`src/bsc_pkg.sv`:
```
/*
 Shared constants and carrier types for the tester status and counter block.
 Assumes a byte-wide register port with an 8-bit address.
*/
package bsc_pkg;

   ////////////////////////////////////////////////////////////////////////////
   // Bus widths
   localparam int ADDR_W = 8;  // Register address width
   localparam int DATA_W = 8;  // Register data width

   ////////////////////////////////////////////////////////////////////////////
   // Register offsets
   localparam logic [7:0] OFF_LIVE    = 8'h0c;  // Live status
   localparam logic [7:0] OFF_LATCHED = 8'h0e;  // Latched status
   localparam logic [7:0] OFF_IRQ_EN  = 8'h10;  // tester_interrupt_enable
   localparam logic [7:0] OFF_ERR0    = 8'h14;  // error_count_byte0
   localparam logic [7:0] OFF_ERR1    = 8'h15;  // error_count_byte1
   localparam logic [7:0] OFF_ERR2    = 8'h16;  // error_count_byte2
   localparam logic [7:0] OFF_BITS0   = 8'h18;  // received_bits_byte0
   localparam logic [7:0] OFF_BITS1   = 8'h19;  // received_bits_byte1
   localparam logic [7:0] OFF_BITS2   = 8'h1a;  // received_bits_byte2
   localparam logic [7:0] OFF_BITS3   = 8'h1b;  // received_bits_byte3

   ////////////////////////////////////////////////////////////////////////////
   // Flag bit positions, shared by latched status and enables
   localparam int BIT_SYNC    = 0;  // Sync change
   localparam int BIT_COUNT   = 1;  // Count became nonzero
   localparam int BIT_ERROR   = 2;  // Bit error seen
   localparam int BIT_MONITOR = 3;  // Monitoring update done
   localparam int NUM_FLAGS   = 4;  // Number of flags

   ////////////////////////////////////////////////////////////////////////////
   // Reset values and limits
   localparam logic [3:0]  FLAGS_RST  = 4'h0;          // Latched flags
   localparam logic [3:0]  IRQ_EN_RST = 4'h0;          // Enables
   localparam logic [7:0]  RD_RST     = 8'h00;         // Read data
   localparam logic [23:0] ERR_RST    = 24'h000000;    // Error tally
   localparam logic [23:0] ERR_MAX    = 24'hffffff;    // Error tally ceiling
   localparam logic [31:0] BITS_RST   = 32'h00000000;  // Bit tally
   localparam logic [31:0] BITS_MAX   = 32'hffffffff;  // Bit tally ceiling

   ////////////////////////////////////////////////////////////////////////////
   // Carrier types
   typedef struct packed {
      logic        wr;     // Write strobe
      logic        rd;     // Read strobe
      logic [7:0]  addr;   // Byte address
      logic [7:0]  wdata;  // Write data
   } bsc_bus_req_t;

   typedef struct packed {
      logic monitor_update_done;  // Live monitoring update status
      logic bit_error;            // One pulse per detected bit error
      logic bit_valid;            // One pulse per received bit
      logic sync_lost;            // Live out-of-sync status
   } bsc_rx_status_t;

endpackage : bsc_pkg

```
`src/bsc_top.sv`:
```
/*
 Status latches, interrupt enables and saturating receive tallies of the
 built-in bit-error-rate tester.
 Assumes the pattern receiver drives its status synchronous to sys_clk and a
 master that follows the single-cycle strobe protocol.
*/
//
// What this block does
// Latch count-nonzero rise; clear on read
// Latch any sync change; clear on read
// Monitor-update interrupt only when enable bit 3
// Bit-error interrupt only when enable bit 2
// Count-nonzero interrupt only when enable bit 1
// Sync-change interrupt only when enable bit 0
// Count bit errors in 24 bits, reset zero
// Error tally saturates at all ones
// No error counting while out of sync
// Error tally as bytes 14h to 16h
// Count received bits in 32 bits, reset zero
// Bit tally saturates at all ones
// Bit tally frozen while out of sync
// Bit tally as bytes 18h to 1Bh
// Live sync status: 0 locked, 1 not
// Live count status: 1 when tally nonzero
// Latch every bit error; clear on read
// Latch monitor-update rise; clear on read
// Interrupt while any enabled flag is set
`timescale 1ns/1ps

module bsc_top
(
   // Clock and reset
   input  wire logic                  sys_clk,
   input  wire logic                  sys_rst,
   // Register port
   input  wire bsc_pkg::bsc_bus_req_t bus_req,
   output logic [7:0]                 rd_data_ff,
   // Pattern receiver status
   input  wire bsc_pkg::bsc_rx_status_t rx_status,
   // Interrupt request, active high level
   output logic                       irq_ff
);

   ////////////////////////////////////////////////////////////////////////////
   // Declarations

   logic [3:0]  latched_ff;        // Sticky flags
   logic [3:0]  irq_en_ff;         // Interrupt enables
   logic [3:0]  flag_set;          // Events this cycle
   logic [3:0]  flag_clr;          // Clears this cycle
   logic [23:0] error_tally_ff;    // Bit error tally
   logic [31:0] bits_tally_ff;     // Received bit tally
   logic        sync_prev_ff;      // Last sync_lost seen
   logic        count_prev_ff;     // Last count-nonzero seen
   logic        monitor_prev_ff;   // Last monitor update seen
   logic        count_nz;          // Live count-nonzero status
   logic        rd_latched;        // Read of latched register
   logic        wr_latched;        // Write of latched register
   logic [7:0]  nxt_rd_data;       // Read mux output
   logic        nxt_irq;           // Gated interrupt

   ////////////////////////////////////////////////////////////////////////////
   // Live status

   // Nonzero tally, derived straight from the counter
   assign count_nz = (error_tally_ff != bsc_pkg::ERR_RST);

   // Register access decode
   assign rd_latched = bus_req.rd && (bus_req.addr == bsc_pkg::OFF_LATCHED);
   assign wr_latched = bus_req.wr && (bus_req.addr == bsc_pkg::OFF_LATCHED);

   ////////////////////////////////////////////////////////////////////////////
   // Edge history

   // Previous values for change detection; reset to the idle levels
   always_ff @(posedge sys_clk)
   begin
      if (sys_rst)
      begin
         sync_prev_ff    <= 1'b0;
         count_prev_ff   <= 1'b0;
         monitor_prev_ff <= 1'b0;
      end
      else
      begin
         sync_prev_ff    <= rx_status.sync_lost;
         count_prev_ff   <= count_nz;
         monitor_prev_ff <= rx_status.monitor_update_done;
      end
   end

   ////////////////////////////////////////////////////////////////////////////
   // Flag events

   // Set and clear terms per flag
   always_comb
   begin
      flag_set = 4'h0;
      // Either direction of sync counts as a change
      flag_set[bsc_pkg::BIT_SYNC]    = rx_status.sync_lost ^ sync_prev_ff;
      // Only the rise from zero to nonzero
      flag_set[bsc_pkg::BIT_COUNT]   = count_nz && !count_prev_ff;
      // Every detected error, in sync or not
      flag_set[bsc_pkg::BIT_ERROR]   = rx_status.bit_error;
      // Only the rise of the update status
      flag_set[bsc_pkg::BIT_MONITOR] = rx_status.monitor_update_done && !monitor_prev_ff;
      // Read clears all; writing ones also clears
      if (rd_latched)
      begin
         flag_clr = 4'hf;
      end
      else if (wr_latched)
      begin
         flag_clr = bus_req.wdata[3:0];
      end
      else
      begin
         flag_clr = 4'h0;
      end
   end

   ////////////////////////////////////////////////////////////////////////////
   // Sticky flags

   // One sticky bit per source; a set in the clearing cycle survives,
   // so no event is lost to a racing read
   for (genvar g = 0; g < bsc_pkg::NUM_FLAGS; g++)
   begin : g_flag
      always_ff @(posedge sys_clk)
      begin
         if (sys_rst)
         begin
            latched_ff[g] <= bsc_pkg::FLAGS_RST[g];
         end
         else if (flag_set[g])
         begin
            latched_ff[g] <= 1'b1;
         end
         else if (flag_clr[g])
         begin
            latched_ff[g] <= 1'b0;
         end
      end
   end

   ////////////////////////////////////////////////////////////////////////////
   // Interrupt enables

   // Software-written enable bits; upper bits are not stored
   always_ff @(posedge sys_clk)
   begin
      if (sys_rst)
      begin
         irq_en_ff <= bsc_pkg::IRQ_EN_RST;
      end
      else if (bus_req.wr && (bus_req.addr == bsc_pkg::OFF_IRQ_EN))
      begin
         irq_en_ff <= bus_req.wdata[3:0];
      end
   end

   ////////////////////////////////////////////////////////////////////////////
   // Interrupt output

   // Each flag passes only through its own enable
   assign nxt_irq = |(latched_ff & irq_en_ff);

   // Registered level; lags the flags by one cycle
   always_ff @(posedge sys_clk)
   begin
      if (sys_rst)
      begin
         irq_ff <= 1'b0;
      end
      else
      begin
         irq_ff <= nxt_irq;
      end
   end

   ////////////////////////////////////////////////////////////////////////////
   // Error tally

   // Counts only in sync and stops at the ceiling instead of wrapping
   always_ff @(posedge sys_clk)
   begin
      if (sys_rst)
      begin
         error_tally_ff <= bsc_pkg::ERR_RST;
      end
      else if (rx_status.bit_error && !rx_status.sync_lost
               && (error_tally_ff != bsc_pkg::ERR_MAX))
      begin
         error_tally_ff <= error_tally_ff + 24'h000001;
      end
   end

   ////////////////////////////////////////////////////////////////////////////
   // Received bit tally

   // Same policy as the error tally: frozen out of sync, saturating
   always_ff @(posedge sys_clk)
   begin
      if (sys_rst)
      begin
         bits_tally_ff <= bsc_pkg::BITS_RST;
      end
      else if (rx_status.bit_valid && !rx_status.sync_lost
               && (bits_tally_ff != bsc_pkg::BITS_MAX))
      begin
         bits_tally_ff <= bits_tally_ff + 32'h00000001;
      end
   end

   ////////////////////////////////////////////////////////////////////////////
   // Read mux

   // Multi-byte tallies are not snapshotted; a read across bytes while
   // counting may tear, software should read in sync-stable periods
   always_comb
   begin
      nxt_rd_data = 8'h00;
      if (bus_req.rd)
      begin
         case (bus_req.addr)
            // Live status: monitor, count-nonzero, out of sync
            bsc_pkg::OFF_LIVE:
            begin
               nxt_rd_data = {4'h0, rx_status.monitor_update_done, 1'b0,
                              count_nz, rx_status.sync_lost};
            end
            // Sticky flags
            bsc_pkg::OFF_LATCHED: nxt_rd_data = {4'h0, latched_ff};
            // Enables
            bsc_pkg::OFF_IRQ_EN:  nxt_rd_data = {4'h0, irq_en_ff};
            // Error tally, low byte first
            bsc_pkg::OFF_ERR0:    nxt_rd_data = error_tally_ff[7:0];
            bsc_pkg::OFF_ERR1:    nxt_rd_data = error_tally_ff[15:8];
            bsc_pkg::OFF_ERR2:    nxt_rd_data = error_tally_ff[23:16];
            // Bit tally, low byte first
            bsc_pkg::OFF_BITS0:   nxt_rd_data = bits_tally_ff[7:0];
            bsc_pkg::OFF_BITS1:   nxt_rd_data = bits_tally_ff[15:8];
            bsc_pkg::OFF_BITS2:   nxt_rd_data = bits_tally_ff[23:16];
            bsc_pkg::OFF_BITS3:   nxt_rd_data = bits_tally_ff[31:24];
            // Unmapped reads return zero
            default:              nxt_rd_data = 8'h00;
         endcase
      end
   end

   // Read data valid only in the cycle after the strobe
   always_ff @(posedge sys_clk)
   begin
      if (sys_rst)
      begin
         rd_data_ff <= bsc_pkg::RD_RST;
      end
      else
      begin
         rd_data_ff <= nxt_rd_data;
      end
   end
endmodule : bsc_top

```
`config.mk`:
```
export PLATFORM = sky130hd
export DESIGN_NAME = bsc_top
export DESIGN_NICKNAME = d
export VERILOG_FILES = /design/src/bsc_pkg.sv /design/src/bsc_top.sv
export SDC_FILE = /design/constraint.sdc
export NUM_CORES = 1
export LEC_CHECK = 0
export BUFFER_PORTS_ARGS = -buffer_cell sky130_fd_sc_hd__clkbuf_2
export CAP_MARGIN = 20
export CORE_MARGIN = 2
export CORE_UTILIZATION = 65
export CTS_CLUSTER_DIAMETER = 40
export DETAILED_ROUTE_END_ITERATION = 10
export PLACE_DENSITY = 0.85
export RECOVER_POWER = 25
export SYNTH_ARGS = -nofsm -noshare
export SYNTH_HDL_FRONTEND = slang
export SYNTH_SLANG_ARGS = --single-unit
```
`constraint.sdc`:
```
create_clock -name sys_clk -period 5.3 [get_ports sys_clk]
set_input_delay 0.265 -clock sys_clk [delete_from_list [all_inputs] [get_ports sys_clk]]
set_output_delay 0.265 -clock sys_clk [all_outputs]
set_load 0.005 [all_outputs]
```
==> results of run 1 <==
-- layout make-up --
class | instances | area [um2]
clock inverter | 4 | 70.1
multi-input combinational | 407 | 2610
clock buffer | 12 | 165
inverter | 7 | 26.3
sequential | 76 | 1520
tap | 77 | 96.3
timing repair buffer | 31 | 160
fill | 495 | 1700
-- logic make-up after synthesis --
logic type / share of synthesized area
AND/OR/NAND/NOR: 0.310
flip-flops: 0.357
buffers and inverters: 0.0328
AO/OA/AOI/OAI: 0.181
XOR/XNOR: 0.0144
adder cells (fa/ha/maj): 0.0111
multiplexers: 0.0938
-- Yosys cell counts (3+ instances only) --
master / n / area share
nand4_1: 21 / 0.031
nand2b_1: 5 / 0.0073
nor3_1: 9 / 0.011
clkbuf_1: 13 / 0.011
nand2_1: 51 / 0.045
or3_1: 19 / 0.028
xnor2_1: 5 / 0.010
and3_1: 8 / 0.012
inv_1: 7 / 0.0062
o21ai_0: 28 / 0.033
and4_1: 6 / 0.012
nor2b_1: 18 / 0.026
mux2i_1: 13 / 0.030
dfxtp_1: 76 / 0.36
buf_2: 7 / 0.0082
mux2_2: 7 / 0.018
mux2_1: 11 / 0.029
buf_1: 4 / 0.0035
a21oi_1: 57 / 0.067
mux4_2: 3 / 0.016
nor3_2: 3 / 0.0070
nor4_1: 7 / 0.010
a2bb2oi_1: 4 / 0.0082
a22oi_1: 8 / 0.014
nor2_1: 31 / 0.027
or4_1: 15 / 0.026
nor3b_1: 5 / 0.0088
nand3_1: 19 / 0.022
o31ai_1: 15 / 0.026
or4b_1: 3 / 0.0070
ha_1: 3 / 0.0088
o21ai_1: 5 / 0.0059
-- power by group --
group          switching [W]  internal, W
Combinational      0.0000394    0.0000218
Clock               0.000216     0.000302
Sequential        0.00000478     0.000576
Total               0.000261     0.000900
-- worst max-delay path by stage --
stage | start | to
4_1_cts | bits_tally_ff[9] | bits_tally_ff[11]
3_3_place_gp | bits_tally_ff[9] | bits_tally_ff[11]
2_1_floorplan | error_tally_ff[1] | error_tally_ff[18]
6_report | error_tally_ff[1] | error_tally_ff[11]
5_1_grt | error_tally_ff[1] | error_tally_ff[11]
3_5_place_dp | bits_tally_ff[9] | bits_tally_ff[11]
-- worst register-to-register path: stages, from the launching register on --
cell	delay [ns]
dfxtp_1	0.45
ha_1	0.24
nand3_1	0.33
nor3_2	0.40
a21o_1	0.64
or4_1	0.22
a21oi_1	0.07
-- registers in the layout (all words and copies together) (netlist names) --
register         count
rd_data_ff           8
bits_tally_ff       32
sync_prev_ff         1
monitor_prev_ff      1
irq_en_ff            4
irq_ff               1
latched_ff           4
count_prev_ff        1
error_tally_ff      24
-- routing by layer --
layer  wire length [um]  track usage
met1               4730        0.415
met5                  0            0
met3                828       0.0564
met2               4770        0.450
met4                295        0.127
-- placed cells by master, fill, tap and decap left out, types with 3 or more instances in the layout --
master,instances
nand2_1,51
nor4_1,7
mux2_2,7
dfxtp_1,76
or3_1,19
a2bb2oi_1,4
mux2i_1,13
clkbuf_1,5
nand2b_1,5
nor3b_1,5
or4_1,15
o21ai_0,28
nand4_1,21
mux4_2,3
nor3_1,10
clkbuf_2,23
mux2_1,11
inv_1,7
nor2_1,31
o31ai_1,15
clkbuf_8,12
ha_1,3
or4b_1,3
nand3_1,19
xnor2_1,5
and4_1,6
and3_1,8
nor2b_1,18
a22oi_1,8
a21oi_1,57
o21ai_1,5
-- metrics by stage --
step | utilization | cells | total power [W] | area, um2
finish | 0.732 | 614 | 0.00116 | 4650
global route | 0.732 | 614 | 0.00119 | 4650
CTS | 0.731 | 612 | 0.00116 | 4640
detailed placement | 0.694 | 596 | 0.000653 | 4410
global placement | 0.694 | 596 | 0.000651 | 4410
floorplan | - | 516 | 0.000635 | 4270
==> results.json, run 1 <==
{
  "status": "finished with violations",
  "violations": "capacitance limit, slew limit",
  "antennaDiodeCount": 0,
  "hold_viol": 0,
  "ios": 33,
  "hpwlAfterDp_um": 7310,
  "tightestPinTransition_ns": 1.76,
  "post_cts_buffers": 0,
  "worst_r2r_endpoint": "error_tally_ff[11]",
  "p_per_area_mw_per_mm2": 250,
  "synthArstFlopShare": 0,
  "grt_pass1_vias": 3650,
  "synth-seq-cells": 76,
  "antenna_found_initial": 0,
  "start_kind": "flop",
  "min_from": "bus_req[3]",
  "final_layout_size_suffix_gt1_frac": 0.115,
  "r2r_cells": 6,
  "die_h_um": 85.0,
  "die_w_um": 85.0,
  "drc": 0,
  "core_mm2": 0.00635,
  "crit_fanout": 26,
  "fin_nets": 559,
  "cp.depth": 6,
  "min_period_ns": 2.53,
  "hold_path.class": "input pin to flop",
  "clock_latency_ns": 0.36,
  "setup_viol": 0,
  "worst_ep_required_time_ns": 5.46,
  "synthCells": 516,
  "initial_core_util": 0.672,
  "whs_endpoint": "irq_en_ff[3]",
  "portBuffers": 28,
  "rows": 29,
  "syn-cell-area_mm2": 0.00427,
  "post-place-ws_ns": 2.57,
  "drv_cap": 1,
  "cts-htree-levels": 3,
  "grt_first_pass_wirelength_um": 17400,
  "arrival_ns": 2.69,
  "finalClockSkew_ns": 0.00537,
  "cellLeakagePower_nw": 1.56,
  "slowest_stage": "a21o_1",
  "clk_pin_slew_ns": 0.08,
  "r2r_slack_ns": 2.77,
  "cts_tree": "done",
  "slew_headroom": -0.171,
  "r2r_start": "error_tally_ff[1]",
  "cts-resized-gates": 0,
  "drt_iter0_markers": 427,
  "crit_type": "flop to flop",
  "ant_nets": 0,
  "grtUsageTotal": 0.297,
  "grt_start_max_net_pins": 43,
  "fmax_mhz": 395,
  "die_area_mm2": 0.00723,
  "cts_buffer_depth": 2,
  "cts_root_buf": "clkbuf_8",
  "numCtsBuffers": 9,
  "synthFlopType": "dfxtp_1",
  "yosysSeqAreaShare": 0.357,
  "syn-num-nets": 543,
  "synth.avg_cell_area_um2": 8.27,
  "gp_congestion": 0.872,
  "slowest_delay_ns": 0.64,
  "ir_drop_mv": 0.156,
  "period_share": 0.478,
  "grt_setup_unrepaired": "no",
  "setup_slack_ns": 2.77,
  "dr.pass1.iters": 5,
  "cts.sinks": 76,
  "synth_edf_count": 0,
  "setup-tns-final_ns": 0,
  "yosys_warnings": 0,
  "slew_viol_final": 43,
  "via_per_inst": 6.74,
  "cp_num_buf_inv": 0,
  "end_kind": "flop",
  "area_growth_pct": 8.94,
  "wl_per_cell_um": 17.3,
  "hold_depth": 3,
  "hold_buffers": 0,
  "grt-ovfl-total": 0,
  "routed_wl_um": 10600,
  "synth_cell_types": 54,
  "num_vias": 4140,
  "cp_top_family": "simple AND/OR/NAND/NOR gates",
  "cp_cell_sequence": "ha_1 -> nand3_1 -> nor3_2 -> a21o_1 -> or4_1 -> a21oi_1",
  "fin_hold_ws_ns": 0.156
}
Power figures use the tool's default switching activity.
==> inputs of run 2 (changes only) <==
CORE_UTILIZATION = 54   (was 65)
PLACE_DENSITY = 0.76   (was 0.85)
clock period = 2.1 ns   (was 5.3 ns; I/O delays follow)
==> results.json, run 2 (synthesis gave the netlist of run 1 again) <==
{
  "status": "complete, no violations",
  "drc": 0,
  "core_mm2": 0.00769,
  "initial_core_util": 0.555,
  "hold_viol": 0,
  "p_per_area_mw_per_mm2": 582,
  "clock_latency_ns": 0.35,
  "grtUsageTotal": 0.261,
  "min_period_ns": 2.01,
  "final_layout_size_suffix_gt1_frac": 0.178,
  "worst_r2r_endpoint": "bits_tally_ff[28]",
  "portBuffers": 28,
  "seq_area_mm2": 0.00152,
  "cts_root_buf": "clkbuf_8",
  "r2r_start": "bits_tally_ff[26]",
  "grt-ovfl-total": 0,
  "crit_type": "flop to flop",
  "grt_setup_unrepaired": "no",
  "end_kind": "flop",
  "multi_input_area_mm2": 0.00262,
  "mostFrequentLayoutCell": "dfxtp_1",
  "die_w_um": 92.9,
  "period_share": 0.958,
  "fin_nets": 596,
  "slowest_delay_ns": 0.51,
  "hold_path.class": "input pin to flop",
  "reg_top3": "bits_tally_ff x32, error_tally_ff x24, rd_data_ff x8",
  "grt_start_max_net_pins": 38,
  "place_area_mm2": 0.00473,
  "total_power_w": 0.00289,
  "area_growth_pct": 16.5,
  "die_area_mm2": 0.00863,
  "numCtsBuffers": 9,
  "slowest_stage": "or4_1",
  "drv_cap": 0,
  "tightestPinTransition_ns": 0.962,
  "cts.sinks": 76,
  "top_register": "bits_tally_ff",
  "rows": 32,
  "setup-tns-final_ns": 0,
  "gp_congestion": 0.956,
  "cp_cell_sequence": "and3_1 -> and4_1 -> a211o_4 -> or4_1 -> a21oi_1",
  "finalClockSkew_ns": 0.0126,
  "stdcell_area_mm2": 0.00497,
  "largest_reg_flops": 32,
  "antennaDiodeCount": 0,
  "cellLeakagePower_nw": 1.75,
  "fin_hold_ws_ns": 0.000391,
  "final_util": 0.646,
  "cts_buffer_depth": 2,
  "fillers": 665,
  "die_h_um": 92.9,
  "dr.pass1.iters": 5,
  "r2r_slack_ns": 0.09,
  "ir_drop_mv": 0.413,
  "num_vias": 4198,
  "cts-htree-levels": 3,
  "slew_viol_final": 0,
  "via_per_inst": 6.21,
  "antenna_found_initial": 0,
  "crit_fanout": 8,
  "fmax_mhz": 497,
  "arrival_ns": 2.29,
  "worst_ep_required_time_ns": 2.38,
  "clk_pin_slew_ns": 0.08,
  "crit_end": "bits_tally_ff[28]",
  "ios": 33,
  "wl_per_cell_um": 15.7,
  "final_cell_mix": "dfxtp_1 (74), a21oi_1 (57), nand2_1 (51), buf_4 (38), nor2_1 (31)",
  "drt_iter0_markers": 240,
  "slew_headroom": 0.353,
  "cts_tree": "done",
  "routed_wl_um": 10600,
  "start_kind": "flop",
  "grt_first_pass_wirelength_um": 18200,
  "hpwlAfterDp_um": 7970,
  "ant_nets": 0,
  "setup_viol": 0,
  "r2r_cells": 5,
  "crit_start": "bits_tally_ff[26]",
  "grt_pass1_vias": 3863
}
run 2: cell types whose count changed in the layout (fill, tap and decap cells not counted), moves of 2 or more:
cell and delta:
dfxtp_2 +2, dfxtp_1 -2, clkbuf_2 +2, clkbuf_8 -2, buf_4 +37
run 2: routing by layer:
metal / vias to the layer above / wire, um / part of all wire / GRT usage
li1: 2051 / - / - / -
met1: 1987 / 4750 / 0.45 / 0.358
met2: 138 / 5040 / 0.47 / 0.420
met3: 22 / 596 / 0.056 / 0.0334
met4: 0 / 252 / 0.024 / 0.0956
met5: - / 0 / 0 / 0
run 2: per-stage QoR:
step / cells / worst slack, ns
floorplan: 516 / 0.0955
global placement: 659 / 0.102
detailed placement: 659 / 0.0692
CTS: 675 / 0.0606
global route: 676 / 0.0253
finish: 676 / 0.0885
run 2: worst min-delay path by stage:
stage,from,endpoint,depth (start not counted)
2_1_floorplan,rx_status[3],monitor_prev_ff,1
3_3_place_gp,rx_status[3],monitor_prev_ff,2
3_5_place_dp,rx_status[3],monitor_prev_ff,2
4_1_cts,rx_status[3],monitor_prev_ff,2
5_1_grt,bus_req[2],irq_en_ff[2],3
6_report,rx_status[3],monitor_prev_ff,2
run 2: area by class of cell:
class,count,area share
Clock buffer,11,0.0285
Clock inverter,5,0.0166
Inverter,7,0.00529
Multi-Input combinational cell,407,0.528
Sequential cell,76,0.307
Tap cell,102,0.0257
Timing Repair Buffer,68,0.0896
run 2: what timing repair did:
| item | in CTS | in global routing |
|---|---|---|
| endpoints found under the setup margin | 0 | 17 |
| hold buffers | 0 | 0 |
| resized for setup | 0 | 5 |
| setup buffers | 0 | 1 |
run 2: power by group:
group	leakage, nW	internal, W	switching (W)
sequential	0.615	0.00145	0.0000117
clock	0.114	0.000707	0.000550
combinational	1.02	0.0000659	0.000102
run 2: critical path, delay by kind of cell (launching register included):
kind,cells,cell delay [ns]
simple gates,3,1.05
flops,1,0.35
compound gates,2,0.54
